$ cat src/logic/rcm_pkg.sv
// constants, pin map, status layout and serial states of the rectifier
// control block; assumes a 50 MHz core clock
package rcm_pkg;
  localparam int CLK_PERIOD_NS = 20;
  localparam int STRETCH_MAX_NS = 25000000;
  // longest time: rounds down
  localparam int STRETCH_CYC = STRETCH_MAX_NS / CLK_PERIOD_NS;
  localparam int STR_W = 21;
  localparam logic [3:0] BYTE_BITS = 4'h8;
  localparam logic [2:0] NB_NODATA = 3'h3;
  localparam logic [2:0] NB_DATA = 3'h4;
  localparam logic [7:0] CRC_INIT = 8'h00;
  localparam logic [7:0] PEC_POLY = 8'h07;
  localparam logic [7:0] CMD_OPERATION = 8'h01;
  localparam logic [7:0] CMD_CLEAR_FAULTS = 8'h03;
  localparam logic [7:0] CMD_VOUT = 8'h21;
  localparam logic [7:0] CMD_READ_STATUS = 8'h79;
  // setpoints in whole volts
  localparam logic [7:0] VOUT_DEFAULT = 8'h36;
  localparam logic [7:0] VOUT_MIN = 8'h2c;
  localparam logic [7:0] VOUT_MAX = 8'h3a;
  localparam int OP_ON_BIT = 7;
  // upper slave address bits, value arbitrary
  localparam logic [3:0] ADDR_BASE_DEF = 4'hb;
  // synchronised pin vector
  localparam int P_EN_N = 0;
  localparam int P_HP_N = 1;
  localparam int P_PROT_OPEN = 2;
  localparam int P_TRIM_HI = 3;
  localparam int P_INSERT = 4;
  localparam int P_LINE_HI = 5;
  localparam int P_FAN = 6;
  localparam int P_OTW = 7;
  localparam int P_OTS = 8;
  localparam int P_OVS = 9;
  localparam int P_INT = 10;
  localparam int P_OVT = 11;
  localparam int P_RETRY = 12;
  localparam int P_DECAY = 13;
  localparam int P_RS_RUN = 14;
  localparam int PIN_W = 15;
  // status byte
  localparam int ST_FAN = 0;
  localparam int ST_OTW = 1;
  localparam int ST_OTS = 2;
  localparam int ST_OVS = 3;
  localparam int ST_INT = 4;
  localparam int ST_RESTART = 5;
  localparam int ST_PEC = 6;
  localparam int ST_CMD = 7;
  localparam logic [7:0] COMM_MASK = 8'hc0;
  localparam logic [7:0] ALL_MASK = 8'hff;
  // slot resistor index 0..3 = 30K, 14K, 6K, 2.5K
  localparam logic [1:0] SLOT_BITS [4] = '{2'h0, 2'h1, 2'h2, 2'h3};
  typedef enum logic [2:0] {
    S_IDLE, S_RX, S_ACK, S_TX, S_TACK, S_LOAD, S_SKIP
  } rcm_i2c_st_t;
endpackage

$ cat src/logic/rcm_link_if.sv
// serial line events from one port front end to the control core
// assumes both ends run on core_clk
`timescale 1ns/1ps
interface rcm_link_if;
  logic scl_rise;
  logic scl_fall;
  logic start;
  logic stop;
  logic sda;
  modport src (output scl_rise, scl_fall, start, stop, sda);
  modport dst (input scl_rise, scl_fall, start, stop, sda);
endinterface

$ cat src/logic/rcm_ctrl_top.sv
// rectifier control, status and dual-port management slave
// assumes pins are asynchronous; busy, margin and level codes are on
// core_clk; the serial clock is sampled, never used as a clock
//
// Function
// - in analog or bus mode the output runs only while enable is low
// - releasing enable or hot-plug on/off switches the output off at once
// - in RS485 mode the enable input is ignored
// - trim open or above threshold gives the factory default setpoint
// - a bus voltage setting overrides the trim input until controller restart
// - after each restart the setpoint follows the trim input again
// - insertion sense above threshold enables configuration write protect
// - protocol pin pulled down selects RS485, open selects analog and bus
// - slot resistor decodes to two address bits, 30K=00 through 2.5K=11
// - eight rack levels collapse to one bit, odd levels 0, even 1
// - power capacity flag high on high line, low on low line
// - power fail warning high while output is on, low before decay
// - fault output low on fan, temperature, overvoltage or internal fault
// - status follows present state; communication errors hold until cleared, restart until read
// - a bit shows that status changed since the last host read
// - transient overvoltage trip raises alert; auto restart sets restart bit
// - a good status read clears status except communication errors
// - two ports; port 0 is connected after start-up
// - clock stretch never lasts longer than the maximum interval
// - stretch only after the acknowledge bit or at a start
// - commands without trailing error code byte are ignored
// - error code byte is CRC-8 over all message bytes
// - alert latches on change; read, clear or output recycle release it
// - both clock rates work; the lower one is the default
`timescale 1ns/1ps
module rcm_ctrl_top #(
  parameter logic [3:0] ADDR_BASE = rcm_pkg::ADDR_BASE_DEF, // arbitrary
  parameter int STRETCH_MAX_CYC = rcm_pkg::STRETCH_CYC // stretch limit
) (
  input wire logic core_clk, // 50 MHz
  input wire logic resetn, // async, active low
  input wire logic enable_n, // enable pin, low = on
  input wire logic hotplug_n, // short on/off pin, low = on
  input wire logic protocol_open, // high = open = analog/bus mode
  input wire logic trim_high, // trim open or above threshold
  input wire logic insert_high, // insertion sense above threshold
  input wire logic line_high, // high-line input detected
  input wire logic fan_fail, // fan failure
  input wire logic ot_warn, // over-temperature warning
  input wire logic ot_shut, // over-temperature shutdown
  input wire logic ov_shut, // over-voltage shutdown
  input wire logic int_fault, // internal fault
  input wire logic ov_trip, // transient over-voltage trip active
  input wire logic retry_en, // restart after trip allowed
  input wire logic decay_warn, // output about to decay
  input wire logic rs485_run, // on request from the RS485 side
  input wire logic busy, // controller busy, may stretch
  input wire logic [7:0] margin_code, // trim setpoint in volts
  input wire logic [1:0] slot_level, // slot resistor index
  input wire logic [2:0] rack_level, // rack level index, 0 = level 1
  input wire logic [1:0] scl_i, // clock pin level per port
  output logic [1:0] scl_o, // clock drive value
  output logic [1:0] scl_oe, // clock pulled low
  input wire logic [1:0] sda_i, // data pin level per port
  output logic [1:0] sda_o, // data drive value
  output logic [1:0] sda_oe, // data pulled low
  output logic main_on, // main output on
  output logic [7:0] vout_set, // setpoint in volts
  output logic eeprom_wp, // configuration write protect
  output logic rs485_mode, // RS485 mode selected
  output logic [6:0] pmbus_addr, // slave address
  output logic pwr_cap, // high-line rating
  output logic pfw, // power fail warning, low = warning
  output logic fault_n, // fault, active low
  output logic alert_n, // alert, active low
  output logic [7:0] status, // status and alarm byte
  output logic stat_changed, // changed since last read
  output logic chan_sel // connected port
);
  import rcm_pkg::*;
  typedef struct packed {
    logic [PIN_W-1:0] p1;
    logic [PIN_W-1:0] p2;
    rcm_i2c_st_t st;
    logic sel;
    logic first;
    logic rd;
    logic txn;
    logic [3:0] bitcnt;
    logic [7:0] sh;
    logic [7:0] cmd;
    logic [7:0] data;
    logic [7:0] crc;
    logic [2:0] nb;
    logic sda_dr;
    logic str_arm;
    logic str_on;
    logic [STR_W-1:0] str_cnt;
    logic [1:0] scl_o;
    logic [1:0] sda_o;
    logic [1:0] scl_oe;
    logic [1:0] sda_oe;
    logic op_on;
    logic sw_valid;
    logic [7:0] sw_vout;
    logic [7:0] vout;
    logic trip;
    logic ovt_prev;
    logic allow_q;
    logic [7:0] held;
    logic changed;
    logic alert_n;
    logic main_on;
    logic rs485;
    logic wp;
    logic pcap;
    logic pfw;
    logic fault_n;
    logic [6:0] addr;
  } rcm_core_t;
  rcm_core_t s;
  rcm_core_t n;
  // restart is an event, so it sticks like the error bits, but only until read
  localparam logic [7:0] HOLD_MASK = COMM_MASK | (8'h01 << ST_RESTART);

  logic [PIN_W-1:0] pins;
  logic [1:0] rise_v, fall_v, start_v, stop_v, sda_v;
  logic ev_start, ev_stop, ev_rise, ev_fall, ev_sda, takeover;
  logic rd_ok, clr_cmd, cmd_bad, pec_bad, allow, recyc;
  logic [2:0] nb_exp;
  logic [7:0] pec_byte, crc_nx, ev_bits, keep, new_bits;

  assign pins = {rs485_run, decay_warn, retry_en, ov_trip, int_fault,
    ov_shut, ot_shut, ot_warn, fan_fail, line_high,
    insert_high, trim_high, protocol_open, hotplug_n, enable_n};

  generate
    for (genvar i = 0; i < 2; i++) begin : g_port
      rcm_link_if lk ();
      rcm_i2c_front u_front (
        .core_clk(core_clk),
        .resetn(resetn),
        .scl_i(scl_i[i]),
        .sda_i(sda_i[i]),
        .link(lk)
      );
      assign rise_v[i] = lk.scl_rise;
      assign fall_v[i] = lk.scl_fall;
      assign start_v[i] = lk.start;
      assign stop_v[i] = lk.stop;
      assign sda_v[i] = lk.sda;
    end
  endgenerate

  // transmit bytes feed the code from the status byte
  assign pec_byte = (s.st == S_RX) ? s.sh : s.held;
  rcm_pec u_pec (
    .crc_in(s.crc),
    .byte_in(pec_byte),
    .crc_out(crc_nx)
  );

  always_comb begin
    n = s;
    rd_ok = 1'b0;
    clr_cmd = 1'b0;
    cmd_bad = 1'b0;
    pec_bad = 1'b0;
    nb_exp = (s.cmd == CMD_CLEAR_FAULTS) ? NB_NODATA : NB_DATA;
    ev_start = start_v[s.sel];
    ev_stop = stop_v[s.sel];
    ev_rise = rise_v[s.sel];
    ev_fall = fall_v[s.sel];
    ev_sda = sda_v[s.sel];
    takeover = start_v[~s.sel];
    n.p1 = pins;
    n.p2 = s.p1;
    if (s.str_on) begin
      if (!busy || s.str_cnt == STR_W'(STRETCH_MAX_CYC - 1)) begin
        n.str_on = 1'b0;
        n.str_cnt = '0;
      end else begin
        n.str_cnt = s.str_cnt + 1'b1;
      end
    end
    if (ev_fall && s.str_arm) begin
      n.str_arm = 1'b0;
      n.str_on = busy;
    end
    unique case (s.st)
      S_IDLE, S_SKIP: begin
      end
      S_RX: begin
        if (ev_rise) begin
          n.sh = {s.sh[6:0], ev_sda};
          n.bitcnt = s.bitcnt + 1'b1;
        end else if (ev_fall && s.bitcnt == BYTE_BITS) begin
          n.crc = crc_nx;
          n.nb = s.nb + 1'b1;
          n.bitcnt = '0;
          n.first = 1'b0;
          n.st = S_ACK;
          n.sda_dr = 1'b1;
          if (s.first) begin
            n.rd = s.sh[0];
            if (s.sh[7:1] != s.addr ||
                (s.sh[0] && s.cmd != CMD_READ_STATUS)) begin
              n.st = S_SKIP;
              n.sda_dr = 1'b0;
            end
          end else if (s.nb == 3'h1) begin
            n.cmd = s.sh;
          end else if (s.nb == 3'h2) begin
            n.data = s.sh;
          end
        end
      end
      S_ACK: begin
        if (ev_fall) begin
          n.sda_dr = 1'b0;
          n.str_on = busy;
          n.st = S_RX;
          if (s.rd) begin
            n.st = S_TX;
            n.sh = s.held;
            n.crc = crc_nx;
            n.sda_dr = ~s.held[7];
            n.txn = 1'b0;
          end
        end
      end
      S_TX: begin
        if (ev_rise) begin
          n.bitcnt = s.bitcnt + 1'b1;
        end else if (ev_fall) begin
          if (s.bitcnt == BYTE_BITS) begin
            n.sda_dr = 1'b0;
            n.st = S_TACK;
          end else begin
            n.sh = {s.sh[6:0], 1'b0};
            n.sda_dr = ~s.sh[6];
          end
        end
      end
      S_TACK: begin
        if (ev_rise) begin
          n.st = S_SKIP;
          rd_ok = ev_sda & s.txn;
          if (!ev_sda && !s.txn) begin
            n.st = S_LOAD;
          end
        end
      end
      S_LOAD: begin
        if (ev_fall) begin
          n.st = S_TX;
          n.bitcnt = '0;
          n.sh = s.crc;
          n.sda_dr = ~s.crc[7];
          n.txn = 1'b1;
          n.str_on = busy;
        end
      end
    endcase
    // a start on the idle port takes control, even mid transfer
    if (ev_start || takeover) begin
      n.st = S_RX;
      n.bitcnt = '0;
      n.first = 1'b1;
      n.sda_dr = 1'b0;
      n.str_arm = 1'b1;
      if (s.st == S_IDLE || takeover) begin
        n.crc = CRC_INIT;
        n.nb = '0;
        n.rd = 1'b0;
      end
      if (takeover) begin
        n.sel = ~s.sel;
        n.str_on = 1'b0;
        n.str_cnt = '0;
      end
    end else if (ev_stop) begin
      n.st = S_IDLE;
      n.sda_dr = 1'b0;
      n.str_arm = 1'b0;
      if (!s.rd && s.nb == nb_exp) begin
        if (s.crc != CRC_INIT) begin
          pec_bad = 1'b1;
        end else begin
          case (s.cmd)
            CMD_OPERATION: n.op_on = s.data[OP_ON_BIT];
            CMD_CLEAR_FAULTS: clr_cmd = 1'b1;
            CMD_VOUT: begin
              if (s.data >= VOUT_MIN && s.data <= VOUT_MAX) begin
                n.sw_vout = s.data;
                n.sw_valid = 1'b1;
              end else begin
                cmd_bad = 1'b1;
              end
            end
            default: cmd_bad = 1'b1;
          endcase
        end
      end
    end
    n.sda_oe = {n.sda_dr & n.sel, n.sda_dr & ~n.sel};
    n.scl_oe = {n.str_on & n.sel, n.str_on & ~n.sel};

    n.rs485 = ~s.p2[P_PROT_OPEN];
    allow = n.rs485 ? s.p2[P_RS_RUN]
      : (~s.p2[P_EN_N] & s.op_on);
    if (s.p2[P_OVT] && !s.p2[P_RETRY]) begin
      n.trip = 1'b1;
    end else if (!allow) begin
      n.trip = 1'b0;
    end
    n.main_on = ~s.p2[P_HP_N] & allow & ~s.p2[P_OVT] & ~s.trip
      & ~s.p2[P_OVS];
    if (s.sw_valid) begin
      n.vout = s.sw_vout;
    end else if (s.p2[P_TRIM_HI]) begin
      n.vout = VOUT_DEFAULT;
    end else begin
      n.vout = margin_code;
    end
    n.wp = s.p2[P_INSERT];
    n.pcap = s.p2[P_LINE_HI];
    n.pfw = s.main_on & ~s.p2[P_DECAY];
    n.fault_n = ~(s.p2[P_FAN] | s.p2[P_OTW] | s.p2[P_OTS]
      | s.p2[P_OVS] | s.p2[P_INT]);
    n.addr = {ADDR_BASE, rack_level[0],
      SLOT_BITS[slot_level]};
    n.ovt_prev = s.p2[P_OVT];
    n.allow_q = allow;

    ev_bits = '0;
    ev_bits[ST_FAN] = s.p2[P_FAN];
    ev_bits[ST_OTW] = s.p2[P_OTW];
    ev_bits[ST_OTS] = s.p2[P_OTS];
    ev_bits[ST_OVS] = s.p2[P_OVS] | s.p2[P_OVT];
    ev_bits[ST_INT] = s.p2[P_INT];
    ev_bits[ST_RESTART] = s.ovt_prev & ~s.p2[P_OVT] & s.p2[P_RETRY];
    ev_bits[ST_PEC] = pec_bad;
    ev_bits[ST_CMD] = cmd_bad;
    // live bits come back each cycle; error bits survive a read
    keep = s.held & HOLD_MASK & ~((rd_ok ? ~COMM_MASK : 8'h00)
      | (clr_cmd ? ALL_MASK : 8'h00));
    n.held = ev_bits | keep;
    new_bits = n.held & ~s.held;
    n.changed = (|new_bits) | (s.changed & ~rd_ok);
    recyc = allow & ~s.allow_q;
    n.alert_n = ~((|new_bits)
      | (~s.alert_n & ~(rd_ok | clr_cmd | recyc)));
  end

  always_ff @(posedge core_clk or negedge resetn) begin
    if (!resetn) begin
      s <= '0;
      s.op_on <= 1'b1;
      s.vout <= VOUT_DEFAULT;
      s.alert_n <= 1'b1;
      s.fault_n <= 1'b1;
    end else begin
      s <= n;
    end
  end

  // sampling at core_clk serves 100 kHz and 400 kHz alike
  assign scl_o = s.scl_o;
  assign scl_oe = s.scl_oe;
  assign sda_o = s.sda_o;
  assign sda_oe = s.sda_oe;
  assign main_on = s.main_on;
  assign vout_set = s.vout;
  assign eeprom_wp = s.wp;
  assign rs485_mode = s.rs485;
  assign pmbus_addr = s.addr;
  assign pwr_cap = s.pcap;
  assign pfw = s.pfw;
  assign fault_n = s.fault_n;
  assign alert_n = s.alert_n;
  assign status = s.held;
  assign stat_changed = s.changed;
  assign chan_sel = s.sel;

  logic [STR_W-1:0] hold_len;
  always_ff @(posedge core_clk or negedge resetn) begin
    if (!resetn) begin
      hold_len <= '0;
    end else begin
      hold_len <= (|s.scl_oe) ? hold_len + 1'b1 : '0;
    end
  end
endmodule

$ cat src/logic/rcm_i2c_front.sv
// one serial port front end: synchronises clock and data lines and
// reports edges, start and stop; assumes lines idle high
`timescale 1ns/1ps
module rcm_i2c_front (
  input wire logic core_clk, // core clock
  input wire logic resetn, // async reset, active low
  input wire logic scl_i, // serial clock pin level
  input wire logic sda_i, // serial data pin level
  rcm_link_if.src link // events toward the core
);
  import rcm_pkg::*;
  typedef struct packed {
    logic [1:0] m1;
    logic [1:0] m2;
    logic [1:0] q;
    logic rise;
    logic fall;
    logic start;
    logic stop;
  } rcm_front_t;
  rcm_front_t s_reg;
  rcm_front_t s_next;

  // bit 1 is the clock line, bit 0 the data line
  always_comb begin
    s_next = s_reg;
    s_next.m1 = {scl_i, sda_i};
    s_next.m2 = s_reg.m1;
    s_next.q = s_reg.m2;
    s_next.rise = s_reg.m2[1] & ~s_reg.q[1];
    s_next.fall = ~s_reg.m2[1] & s_reg.q[1];
    s_next.start = s_reg.m2[1] & s_reg.q[1] & ~s_reg.m2[0] & s_reg.q[0];
    s_next.stop = s_reg.m2[1] & s_reg.q[1] & s_reg.m2[0] & ~s_reg.q[0];
  end

  always_ff @(posedge core_clk or negedge resetn) begin
    if (!resetn) begin
      s_reg <= '0;
      s_reg.m1 <= 2'h3;
      s_reg.m2 <= 2'h3;
      s_reg.q <= 2'h3;
    end else begin
      s_reg <= s_next;
    end
  end

  assign link.scl_rise = s_reg.rise;
  assign link.scl_fall = s_reg.fall;
  assign link.start = s_reg.start;
  assign link.stop = s_reg.stop;
  assign link.sda = s_reg.q[0];
endmodule

$ cat src/logic/rcm_pec.sv
// one byte step of the packet error code, msb first, no reflection
// assumes the caller holds the running value
`timescale 1ns/1ps
module rcm_pec (
  input wire logic [7:0] crc_in, // running value
  input wire logic [7:0] byte_in, // next message byte
  output logic [7:0] crc_out // updated value
);
  import rcm_pkg::*;
  always_comb begin
    crc_out = crc_in ^ byte_in;
    for (int i = 0; i < 8; i++) begin
      if (crc_out[7]) begin
        crc_out = {crc_out[6:0], 1'b0} ^ PEC_POLY;
      end else begin
        crc_out = {crc_out[6:0], 1'b0};
      end
    end
  end
endmodule

$ cat config.mk
export PLATFORM = sky130hd
export DESIGN_NAME = rcm_ctrl_top
export DESIGN_NICKNAME = d
export VERILOG_FILES = /design/src/logic/rcm_pkg.sv /design/src/logic/rcm_link_if.sv /design/src/logic/rcm_ctrl_top.sv /design/src/logic/rcm_i2c_front.sv /design/src/logic/rcm_pec.sv
export SDC_FILE = /design/constraint.sdc
export NUM_CORES = 1
export LEC_CHECK = 0
export BUFFER_PORTS_ARGS = -buffer_cell sky130_fd_sc_hd__buf_4
export CAP_MARGIN = 40
export CORE_MARGIN = 2
export CORE_UTILIZATION = 28
export DETAILED_ROUTE_END_ITERATION = 7
export GPL_TIMING_DRIVEN = 0
export PLACE_DENSITY_LB_ADDON = 0.2
export SKIP_CTS_REPAIR_TIMING = 1
export SYNTH_ARGS = -nofsm -noshare
export SYNTH_HDL_FRONTEND = slang
export SYNTH_SLANG_ARGS = --single-unit
$ cat constraint.sdc
create_clock -name core_clk -period 4.9 [get_ports core_clk]
set_input_delay 0.98 -clock core_clk [delete_from_list [all_inputs] [get_ports core_clk]]
set_output_delay 0.98 -clock core_clk [all_outputs]
set_load 0.02 [all_outputs]
==> results of run 1 <==
-- path summary, 6_finish.rpt --
| path | to | slack (ps) | depth (start not counted) |
|---|---|---|---|
| min reg2reg | s[124] | 350 | 0 |
| min | s[124] | 350 | 0 |
| max in group asynchronous | s[43] | 3510 | 2 |
| max reg2reg | s[36] | 1960 | 7 |
| min in group asynchronous | g_port[1].u_front.link.stop | 520 | 1 |
| max | s[36] | 1960 | 7 |
-- layout make-up --
cell class	count	share of cell area
Sequential cell	165	0.4567
Multi-Input combinational cell	453	0.3260
Timing Repair Buffer	68	0.05917
Tap cell	341	0.04692
Clock buffer	17	0.04679
Buffer	57	0.03743
Clock inverter	15	0.01748
Inverter	23	0.009495
-- placed cells by master, fill, tap and decap left out, types with 7 or more instances in the layout --
cell type and count:
dfrtp_1 146, buf_4 98, nor2_1 49, nand2_1 48, o21ai_0 43, a21oi_1 38, mux2_2 31, inv_1 23
xnor2_1 19, dfstp_2 19, clkbuf_1 18, clkbuf_16 17, o22ai_1 15, nand3_1 15, mux2i_1 14, nor2b_1 14
nor3_1 13, xor2_1 11, nor3b_1 11, or3_1 11, nor4_1 8, or4_1 7, nand4_1 7
-- logic make-up after synthesis --
family | Yosys count | share of synthesized area
multiplexers | 45 | 0.06498
other | 2 | 0.0009975
AND/OR/NAND/NOR | 223 | 0.1619
XOR/XNOR | 31 | 0.03789
AO/OA/AOI/OAI | 142 | 0.1160
buffers and inverters | 80 | 0.05667
adder cells (fa/ha/maj) | 6 | 0.009971
flip-flops | 165 | 0.5516
-- critical path, stage by stage (launching register included) --
cell	delay (ps)
dfrtp_1	390
buf_2	200
mux2i_1	220
nor4_1	670
nand4_1	200
or3_1	420
nor2_2	330
mux2_2	380
-- where the power goes --
part,total [W],switching [W],internal [W],leakage [nW]
Combinational,0.000445,0.000247,0.000198,1.70
Sequential,0.00151,0.0000745,0.00144,2.09
Clock,0.00131,0.000627,0.000681,0.284
-- metrics by stage --
| stage | instance area [um2] | setup slack (ps) | hold WS [ps] | utilization |
|---|---|---|---|---|
| 5_1_grt | 9092 | 1737 | 353.2 | 0.3412 |
| 2_1_floorplan | 7543 | 2480 | 331.2 | - |
| 3_5_place_dp | 8508 | 1939 | 334.7 | 0.3192 |
| 6_report | 9092 | 1964 | 349.9 | 0.3412 |
| 3_3_place_gp | 8473 | 1796 | 332.0 | 0.3179 |
| 4_1_cts | 9092 | 1928 | 350.5 | 0.3412 |
-- per-layer routing --
metal,share of wire,up-vias,global-route usage
li1,-,2615,-
met1,0.47,2604,0.1774
met2,0.47,132,0.1998
met3,0.042,14,0.02515
met4,0.014,0,0.04121
met5,0,-,0
==> results.yml, run 1 <==
placement:
  place_hpwl_mm: 12.09
  numPlacedInstances: 1107
  port-buffer-count: 67
  routabilityCongestion: 0.8230
layout:
  num_antenna_cells: 0
  syn2layout_area_growth_pct: 20.77
  stdcell_count: 1139
  nets: 826
  largest_reg_flops: 90
  n_fill_cell: 2659
  seq_area_mm2: 0.004153
  drive_gt1_frac: 0.2544
  multi_input_area_mm2: 0.002964
synth:
  synth_cell_types: 64
  synth_cells: 694
  synth.top_cell.area_share: 0.4853
  synth_top_cell_by_area: "dfrtp_1"
  synth-warning-count: 0
  postSynth.topFlopCell: "dfrtp_1"
  ys_seq_area_frac: 0.5516
  synth-seq-cells: 165
  synthArstFlopShare: 1.000
  syn_area_mm2: 0.007528
  synth_common_cells: "146 x dfrtp_1, 49 x nor2_1, 48 x nand2_1"
  synth.area.top_cells: "dfrtp_1 49%, dfstp_2 6.6%, mux2_2 4.6%"
  synth_area_per_cell_um2: 10.85
  yosys.cell_count.top_type: "dfrtp_1"
  synth-edff-count: 0
global_route:
  grtUsageTotal: 0.1274
  grt-ovfl-total: 0
  grt_max_degree: 94
  grt_pass1_vias: 5248
  antenna_found_initial: 0
  grt_pass1_wl_mm: 28.65
timing:
  final.setup.tns_ps: 0
  fin_crit_sh: 0.5992
  maxSlewHeadroom: 0.3779
  rsz0062_at_grt: "no"
  clock-skew-final_ps: 10.83
  hold_viol_final: 0
  clock.fmax_ghz: 0.3406
  drv_slew: 0
  finalSetupViolCount: 0
  period_needed_ps: 2936
  tightestPinTransition_ps: 920.1
clock_tree:
  path_clk_slew_ps: 70
  cts_htree_levels: 4
  tritoncts: "built"
  worstSkewPairLatency_ps: 430
  cts.path.max_buffers: 2
  root_buffer: "clkbuf_16"
  cts_buffers: 17
  cts_sinks: 165
power_and_ir_drop:
  power.leakage_nw: 4.081
  power_density_mw_per_mm2: 359.0
  total_power_w: 0.003264
  vdd_drop_max_mv: 0.1906
setup_path:
  required_ps: 5210
  worstSetupPathType: "flip-flop to flip-flop"
  cp-end-kind: "flip-flop"
  worstSetupStartpoint: "chan_sel"
  cp_max_fo: 9
  timing.rr.start: "chan_sel"
  cp-start-kind: "flip-flop"
  cp.arrival_ps: 3250
floorplan:
  dieArea_mm2: 0.02822
  pin_count: 75
  start_util: 0.2825
  rows: 60
  die_h_um: 168.0
  die_x_um: 168.0
  core-area_mm2: 0.02665
routing:
  drc: 0
  routed_via_density: 4.710
  wirelength_mm: 17.38
  routedWlPerCell_um: 15.26
  vias: 5365
  drt.antenna.violating_nets: 0
  drt_iter0_drc: 321
  dr.pass1.iters: 5
min_path:
  hp-start: "n[124]"
  hp-class: "flip-flop to flip-flop"
flow_run:
  drv_cap: 0
run_status:
  status: "finished, final reports clean"
Note: power is estimated with default switching activity, not from simulation.
==> inputs of run 2 (changes only) <==
ABC_AREA = 1   (was default)
clock period = 2.6 ns   (was 4.9 ns; I/O delays follow)
==> results.yml, run 2 <==
floorplan:
  pin_count: 75
  die_h_um: 173.1
  dieArea_mm2: 0.02995
  rows: 61
  start_util: 0.2865
  core-area_mm2: 0.02793
  die_x_um: 173.1
power_and_ir_drop:
  power.leakage_nw: 4.482
  p_seq_frac: 0.372
  p_sw_frac: 0.3802
  power_density_mw_per_mm2: 860.7
  p_int_w: 0.005130
  pwr-share-comb: 0.331
  p_clk_frac: 0.298
  p_sw_w: 0.003147
  total_power_w: 0.008278
  vdd_drop_max_mv: 0.3559
global_route:
  grt_pass1_vias: 6238
  grtUsageTotal: 0.1353
  grt_pass1_wl_mm: 32.65
  antenna_found_initial: 0
  grt-ovfl-total: 0
  grt_max_degree: 96
placement:
  port-buffer-count: 67
  routabilityCongestion: 0.8687
  place_hpwl_mm: 14.17
routing:
  drc: 0
  routed_via_density: 4.603
  dr.pass1.iters: 5
  vias: 6583
  drt.antenna.violating_nets: 0
  drt_iter0_drc: 553
  routedWlPerCell_um: 13.82
  wirelength_mm: 19.77
clock_tree:
  cts_buffers: 17
  worstSkewPairLatency_ps: 430
  tritoncts: "built"
  cts.path.max_buffers: 2
  cts_sinks: 165
  cts_htree_levels: 4
  path_clk_slew_ps: 70
  root_buffer: "clkbuf_16"
synth:
  synthArstFlopShare: 1.000
  synth.top_cell.area_share: 0.4565
  synth_area_per_cell_um2: 8.443
  ys_seq_area_frac: 0.5188
  synth_cell_types: 51
  synth_top_cell_by_area: "dfrtp_1"
  yosys.cell_count.top_type: "nand2_1"
  synth_common_cells: "212 x nand2_1, 146 x dfrtp_1, 123 x inv_1"
  synth.area.top_cells: "dfrtp_1 46%, nand2_1 9.9%, dfstp_2 6.2%"
  synth-seq-cells: 165
  synth-edff-count: 0
  postSynth.topFlopCell: "dfrtp_1"
  syn_area_mm2: 0.008004
  synth-warning-count: 0
  synth_cells: 948
layout:
  syn2layout_area_growth_pct: 20.17
  num_antenna_cells: 0
  nets: 1080
  final_cell_mix: "212 x nand2_1, 146 x dfrtp_1, 123 x inv_1"
  largest_reg_flops: 90
  final_common_cell: "nand2_1"
  drive_gt1_frac: 0.1778
setup_path:
  cp_top_family: "simple AND/OR/NAND/NOR gates"
  cp-start-kind: "flip-flop"
  worstPathCellList: "buf_2 > inv_2 > or2_2 > o21ai_0 > nor3_1 > nand3_1 > nor2_4 > nand2_1 > nand2_1 > nor2_1 > nor2_1"
  cp.arrival_ps: 2710
  worst-path-buf-inv: 2
  worst_path_max_delay_cell: "nor3_1"
  worstSetupPathType: "flip-flop to flip-flop"
  cp-end-kind: "flip-flop"
  required_ps: 2960
  cpPeakStageDelay_ps: 420
  cp_max_fo: 10
timing:
  fin_hold_ws_ps: 59.75
  clock.fmax_ghz: 0.4260
  drv_slew: 0
  maxSlewHeadroom: 0.4817
  finalSetupViolCount: 0
  period_needed_ps: 2347
  hold_viol_final: 0
  fin_crit_sh: 0.9028
  tightestPinTransition_ps: 770.3
  final.setup.tns_ps: 0
  rsz0062_at_grt: "no"
  clock-skew-final_ps: 22.78
min_path:
  hp-class: "input pin to asynchronous set/reset pin"
run_status:
  status: "finished, final reports clean"
flow_run:
  drv_cap: 0
run 2: changes by cell type after synthesis, moves of 11 or more:
cell	before	now
nor2_1	49	71
nand3_1	15	66
or3_1	11	0
xnor2_1	19	1
a21oi_1	38	50
mux2i_1	14	0
mux2_2	31	0
inv_1	23	123
o21ai_0	43	82
nor2b_1	14	0
nand2_1	48	212
nor3b_1	11	0
run 2: layout make-up:
class	count	area, um2
fill	2994	18320
inverter	135	511.7
sequential	165	4153
tap	378	473.0
multi-input combinational	607	3057
clock buffer	20	456.7
buffer	45	310.3
clock inverter	12	118.9
timing repair buffer	68	538.0
run 2: power by group through the flow:
| stage | combinational [W] | sequential (W) | clock (W) |
|---|---|---|---|
| final | 0.00274 | 0.00308 | 0.00246 |
| after global routing | 0.00311 | 0.00311 | 0.00266 |
| after CTS | 0.00274 | 0.00308 | 0.00256 |
| after detailed placement | 0.00273 | 0.00312 | 0 |
| after global placement | 0.00271 | 0.00313 | 0 |
| after floorplan | 0.00199 | 0.00306 | 0 |
run 2: kinds of logic (layout without fill, tap and decap cells):
kind of cell / count (synthesis) / in the layout / share of synthesized area
AND/OR/NAND/NOR: 398 / 398 / 0.2143
AO/OA/AOI/OAI: 185 / 185 / 0.1369
flip-flops: 165 / 165 / 0.5188
buffers and inverters: 180 / 280 / 0.1027
adder cells (fa/ha/maj): 6 / 6 / 0.009379
XOR/XNOR: 12 / 12 / 0.01688
other: 2 / 6 / 0.0009383
run 2: path summary, 6_finish.rpt:
kind / from / to / slack, ps / depth (start not counted)
max: chan_sel / alert_n / 250 / 11
max in group asynchronous: resetn / s[99] / 1660 / 2
min in group core_clk: int_fault / n[132] / 190 / 1
max reg2reg: chan_sel / alert_n / 250 / 11
min reg2reg: n[133] / n[24] / 350 / 0
min: resetn / n[9] / 60 / 1
run 2: metal layers:
metal / GRT usage / vias up / share of wire
met4: 0.04696 / 0 / 0.015
met1: 0.1865 / 3129 / 0.48
met5: 0 / - / 0
li1: - / 3254 / -
met3: 0.02287 / 21 / 0.049
met2: 0.2147 / 179 / 0.46
run 2: stage by stage:
| stage | utilization | area [um2] | setup WS, ps | instances |
|---|---|---|---|---|
| after floorplan | - | 8019 | 723.5 | 952 |
| after detailed placement | 0.3233 | 9030 | 40.41 | 1398 |
| after CTS | 0.3439 | 9605 | 21.12 | 1430 |
| after global placement | 0.3220 | 8995 | -31.58 | 1397 |
| after global routing | 0.3443 | 9618 | 13.93 | 1430 |
| final | 0.3443 | 9618 | 252.7 | 1430 |
==> inputs of run 3 (changes only) <==
CORE_UTILIZATION = 35   (was 28)
clock period = 2.95 ns   (was 2.6 ns; I/O delays follow)
==> results.yml, run 3 (synthesized netlist as in run 2, its figures left out) <==
setup_path:
  cp-start-kind: "flip-flop"
  cp.arrival_ps: 2600
  cp-end-kind: "flip-flop"
  cp_common_cell: "nand3_1"
  ff2ff_path_depth: 11
  worst-path-buf-inv: 3
  timing.rr.start: "s[53]"
  cpPeakStageDelay_ps: 380
  required_ps: 3240
  worstPathCellList: "ha_1 > nand3_1 > nor2_1 > nand3_1 > nand2_1 > inv_1 > nand2_1 > clkinv_1 > clkbuf_1 > nand3_1 > a21oi_1"
  worstReg2RegEnd: "s[67]"
  worst_path_max_delay_cell: "dfrtp_1"
  worstSetupPathType: "flip-flop to flip-flop"
  cp_max_fo: 10
  cp_top_family: "simple AND/OR/NAND/NOR gates"
  r2r_slack_ps: 640
power_and_ir_drop:
  total_power_w: 0.007189
  power.leakage_nw: 4.455
  power_density_mw_per_mm2: 759.5
  vdd_drop_max_mv: 0.3801
timing:
  hold_viol_final: 0
  rsz0062_at_grt: "no"
  tightestPinTransition_ps: 808.8
  final.setup.tns_ps: 0
  maxSlewHeadroom: 0.4558
  period_needed_ps: 2312
  finalSetupViolCount: 0
  drv_slew: 0
  clock-skew-final_ps: 12.40
  fin_crit_sh: 0.7839
  clock.fmax_ghz: 0.4324
placement:
  port-buffer-count: 67
  postPlaceCellArea_mm2: 0.008914
  place_hpwl_mm: 13.51
  routabilityCongestion: 0.8874
routing:
  dr.pass1.iters: 5
  drc: 0
  routedWlPerCell_um: 13.95
  drt.antenna.violating_nets: 0
  drt_iter0_drc: 544
  routed_via_density: 4.829
  wirelength_mm: 18.65
  vias: 6457
floorplan:
  start_util: 0.3546
  die_x_um: 155.2
  rows: 55
  core-area_mm2: 0.02257
  pin_count: 75
  die_h_um: 155.2
  dieArea_mm2: 0.02409
clock_tree:
  cts_htree_levels: 4
  root_buffer: "clkbuf_16"
  cts_sinks: 165
  tritoncts: "built"
  cts.path.max_buffers: 2
  cts_buffers: 17
  worstSkewPairLatency_ps: 430
  path_clk_slew_ps: 70
global_route:
  grtUsageTotal: 0.1591
  grt_pass1_vias: 6071
  grt-ovfl-total: 0
  antenna_found_initial: 0
  grt_pass1_wl_mm: 30.61
  grt_max_degree: 117
min_path:
  hp-class: "input pin to asynchronous set/reset pin"
layout:
  final_common_cell: "nand2_1"
  num_antenna_cells: 0
  nets: 1080
  final_area_mm2: 0.009467
  syn2layout_area_growth_pct: 18.27
  final_cell_mix: "212 x nand2_1, 146 x dfrtp_1, 123 x inv_1"
  largest_reg_flops: 90
  drive_gt1_frac: 0.1759
  post-route-util: 0.4194
flow_run:
  drv_cap: 0
run_status:
  status: "finished, final reports clean"
==> run 3: cell types whose count changed in the layout (fill, tap and decap cells not counted), sizes merged <==
cell / before / now
clkinvlp: 3 / 7
clkinv: 9 / 7
bufinv: 1 / 0
inv: 134 / 133
==> run 3: how the worst max path moves through the flow <==
stage / start / endpoint / cells past startpoint / slack, ps
floorplan: chan_sel / s[79] / 9 / 1070
global placement: resetn / s[38] / 1 / 320
detailed placement: chan_sel / alert_n / 11 / 630
CTS: chan_sel / alert_n / 11 / 630
global route: s[121] / s[81] / 16 / 370
finish: s[53] / s[67] / 11 / 640
==> run 3: routing by layer <==
layer | up-vias | GRT usage | routed length [um]
met5 | - | 0 | 0
met3 | 19 | 0.02730 | 936
li1 | 3257 | - | -
met1 | 2999 | 0.2187 | 8887
met4 | 0 | 0.04806 | 244
met2 | 182 | 0.2588 | 8579
==> run 3: power by group <==
part | internal [W] | leakage, nW | switching, W | total, W
Clock | 0.00113 | 0.248 | 0.000961 | 0.00209
Sequential | 0.00250 | 2.08 | 0.000211 | 0.00271
Combinational | 0.000801 | 2.13 | 0.00159 | 0.00239
Total | 0.00443 | 4.46 | 0.00276 | 0.00719
==> run 3: cell type report <==
cell class | instances | area [um2]
plain buffers | 45 | 310.3
clock buffers | 20 | 456.7
clock inverters | 12 | 96.34
fillers | 2259 | 13110
inverters | 135 | 511.7
multi-input cells | 607 | 3044
flip-flops and latches | 165 | 4153
well taps | 285 | 356.6
repair buffers | 68 | 538.0
==> run 3: stage by stage <==
stage | hold WS [ps] | setup WS (ps) | instances
floorplan | 294.4 | 1073 | 952
CTS | 65.39 | 630.3 | 1337
global route | 72.04 | 373.1 | 1337
global placement | 332.3 | 317.0 | 1304
finish | 50.80 | 637.5 | 1337
detailed placement | 334.7 | 631.8 | 1305
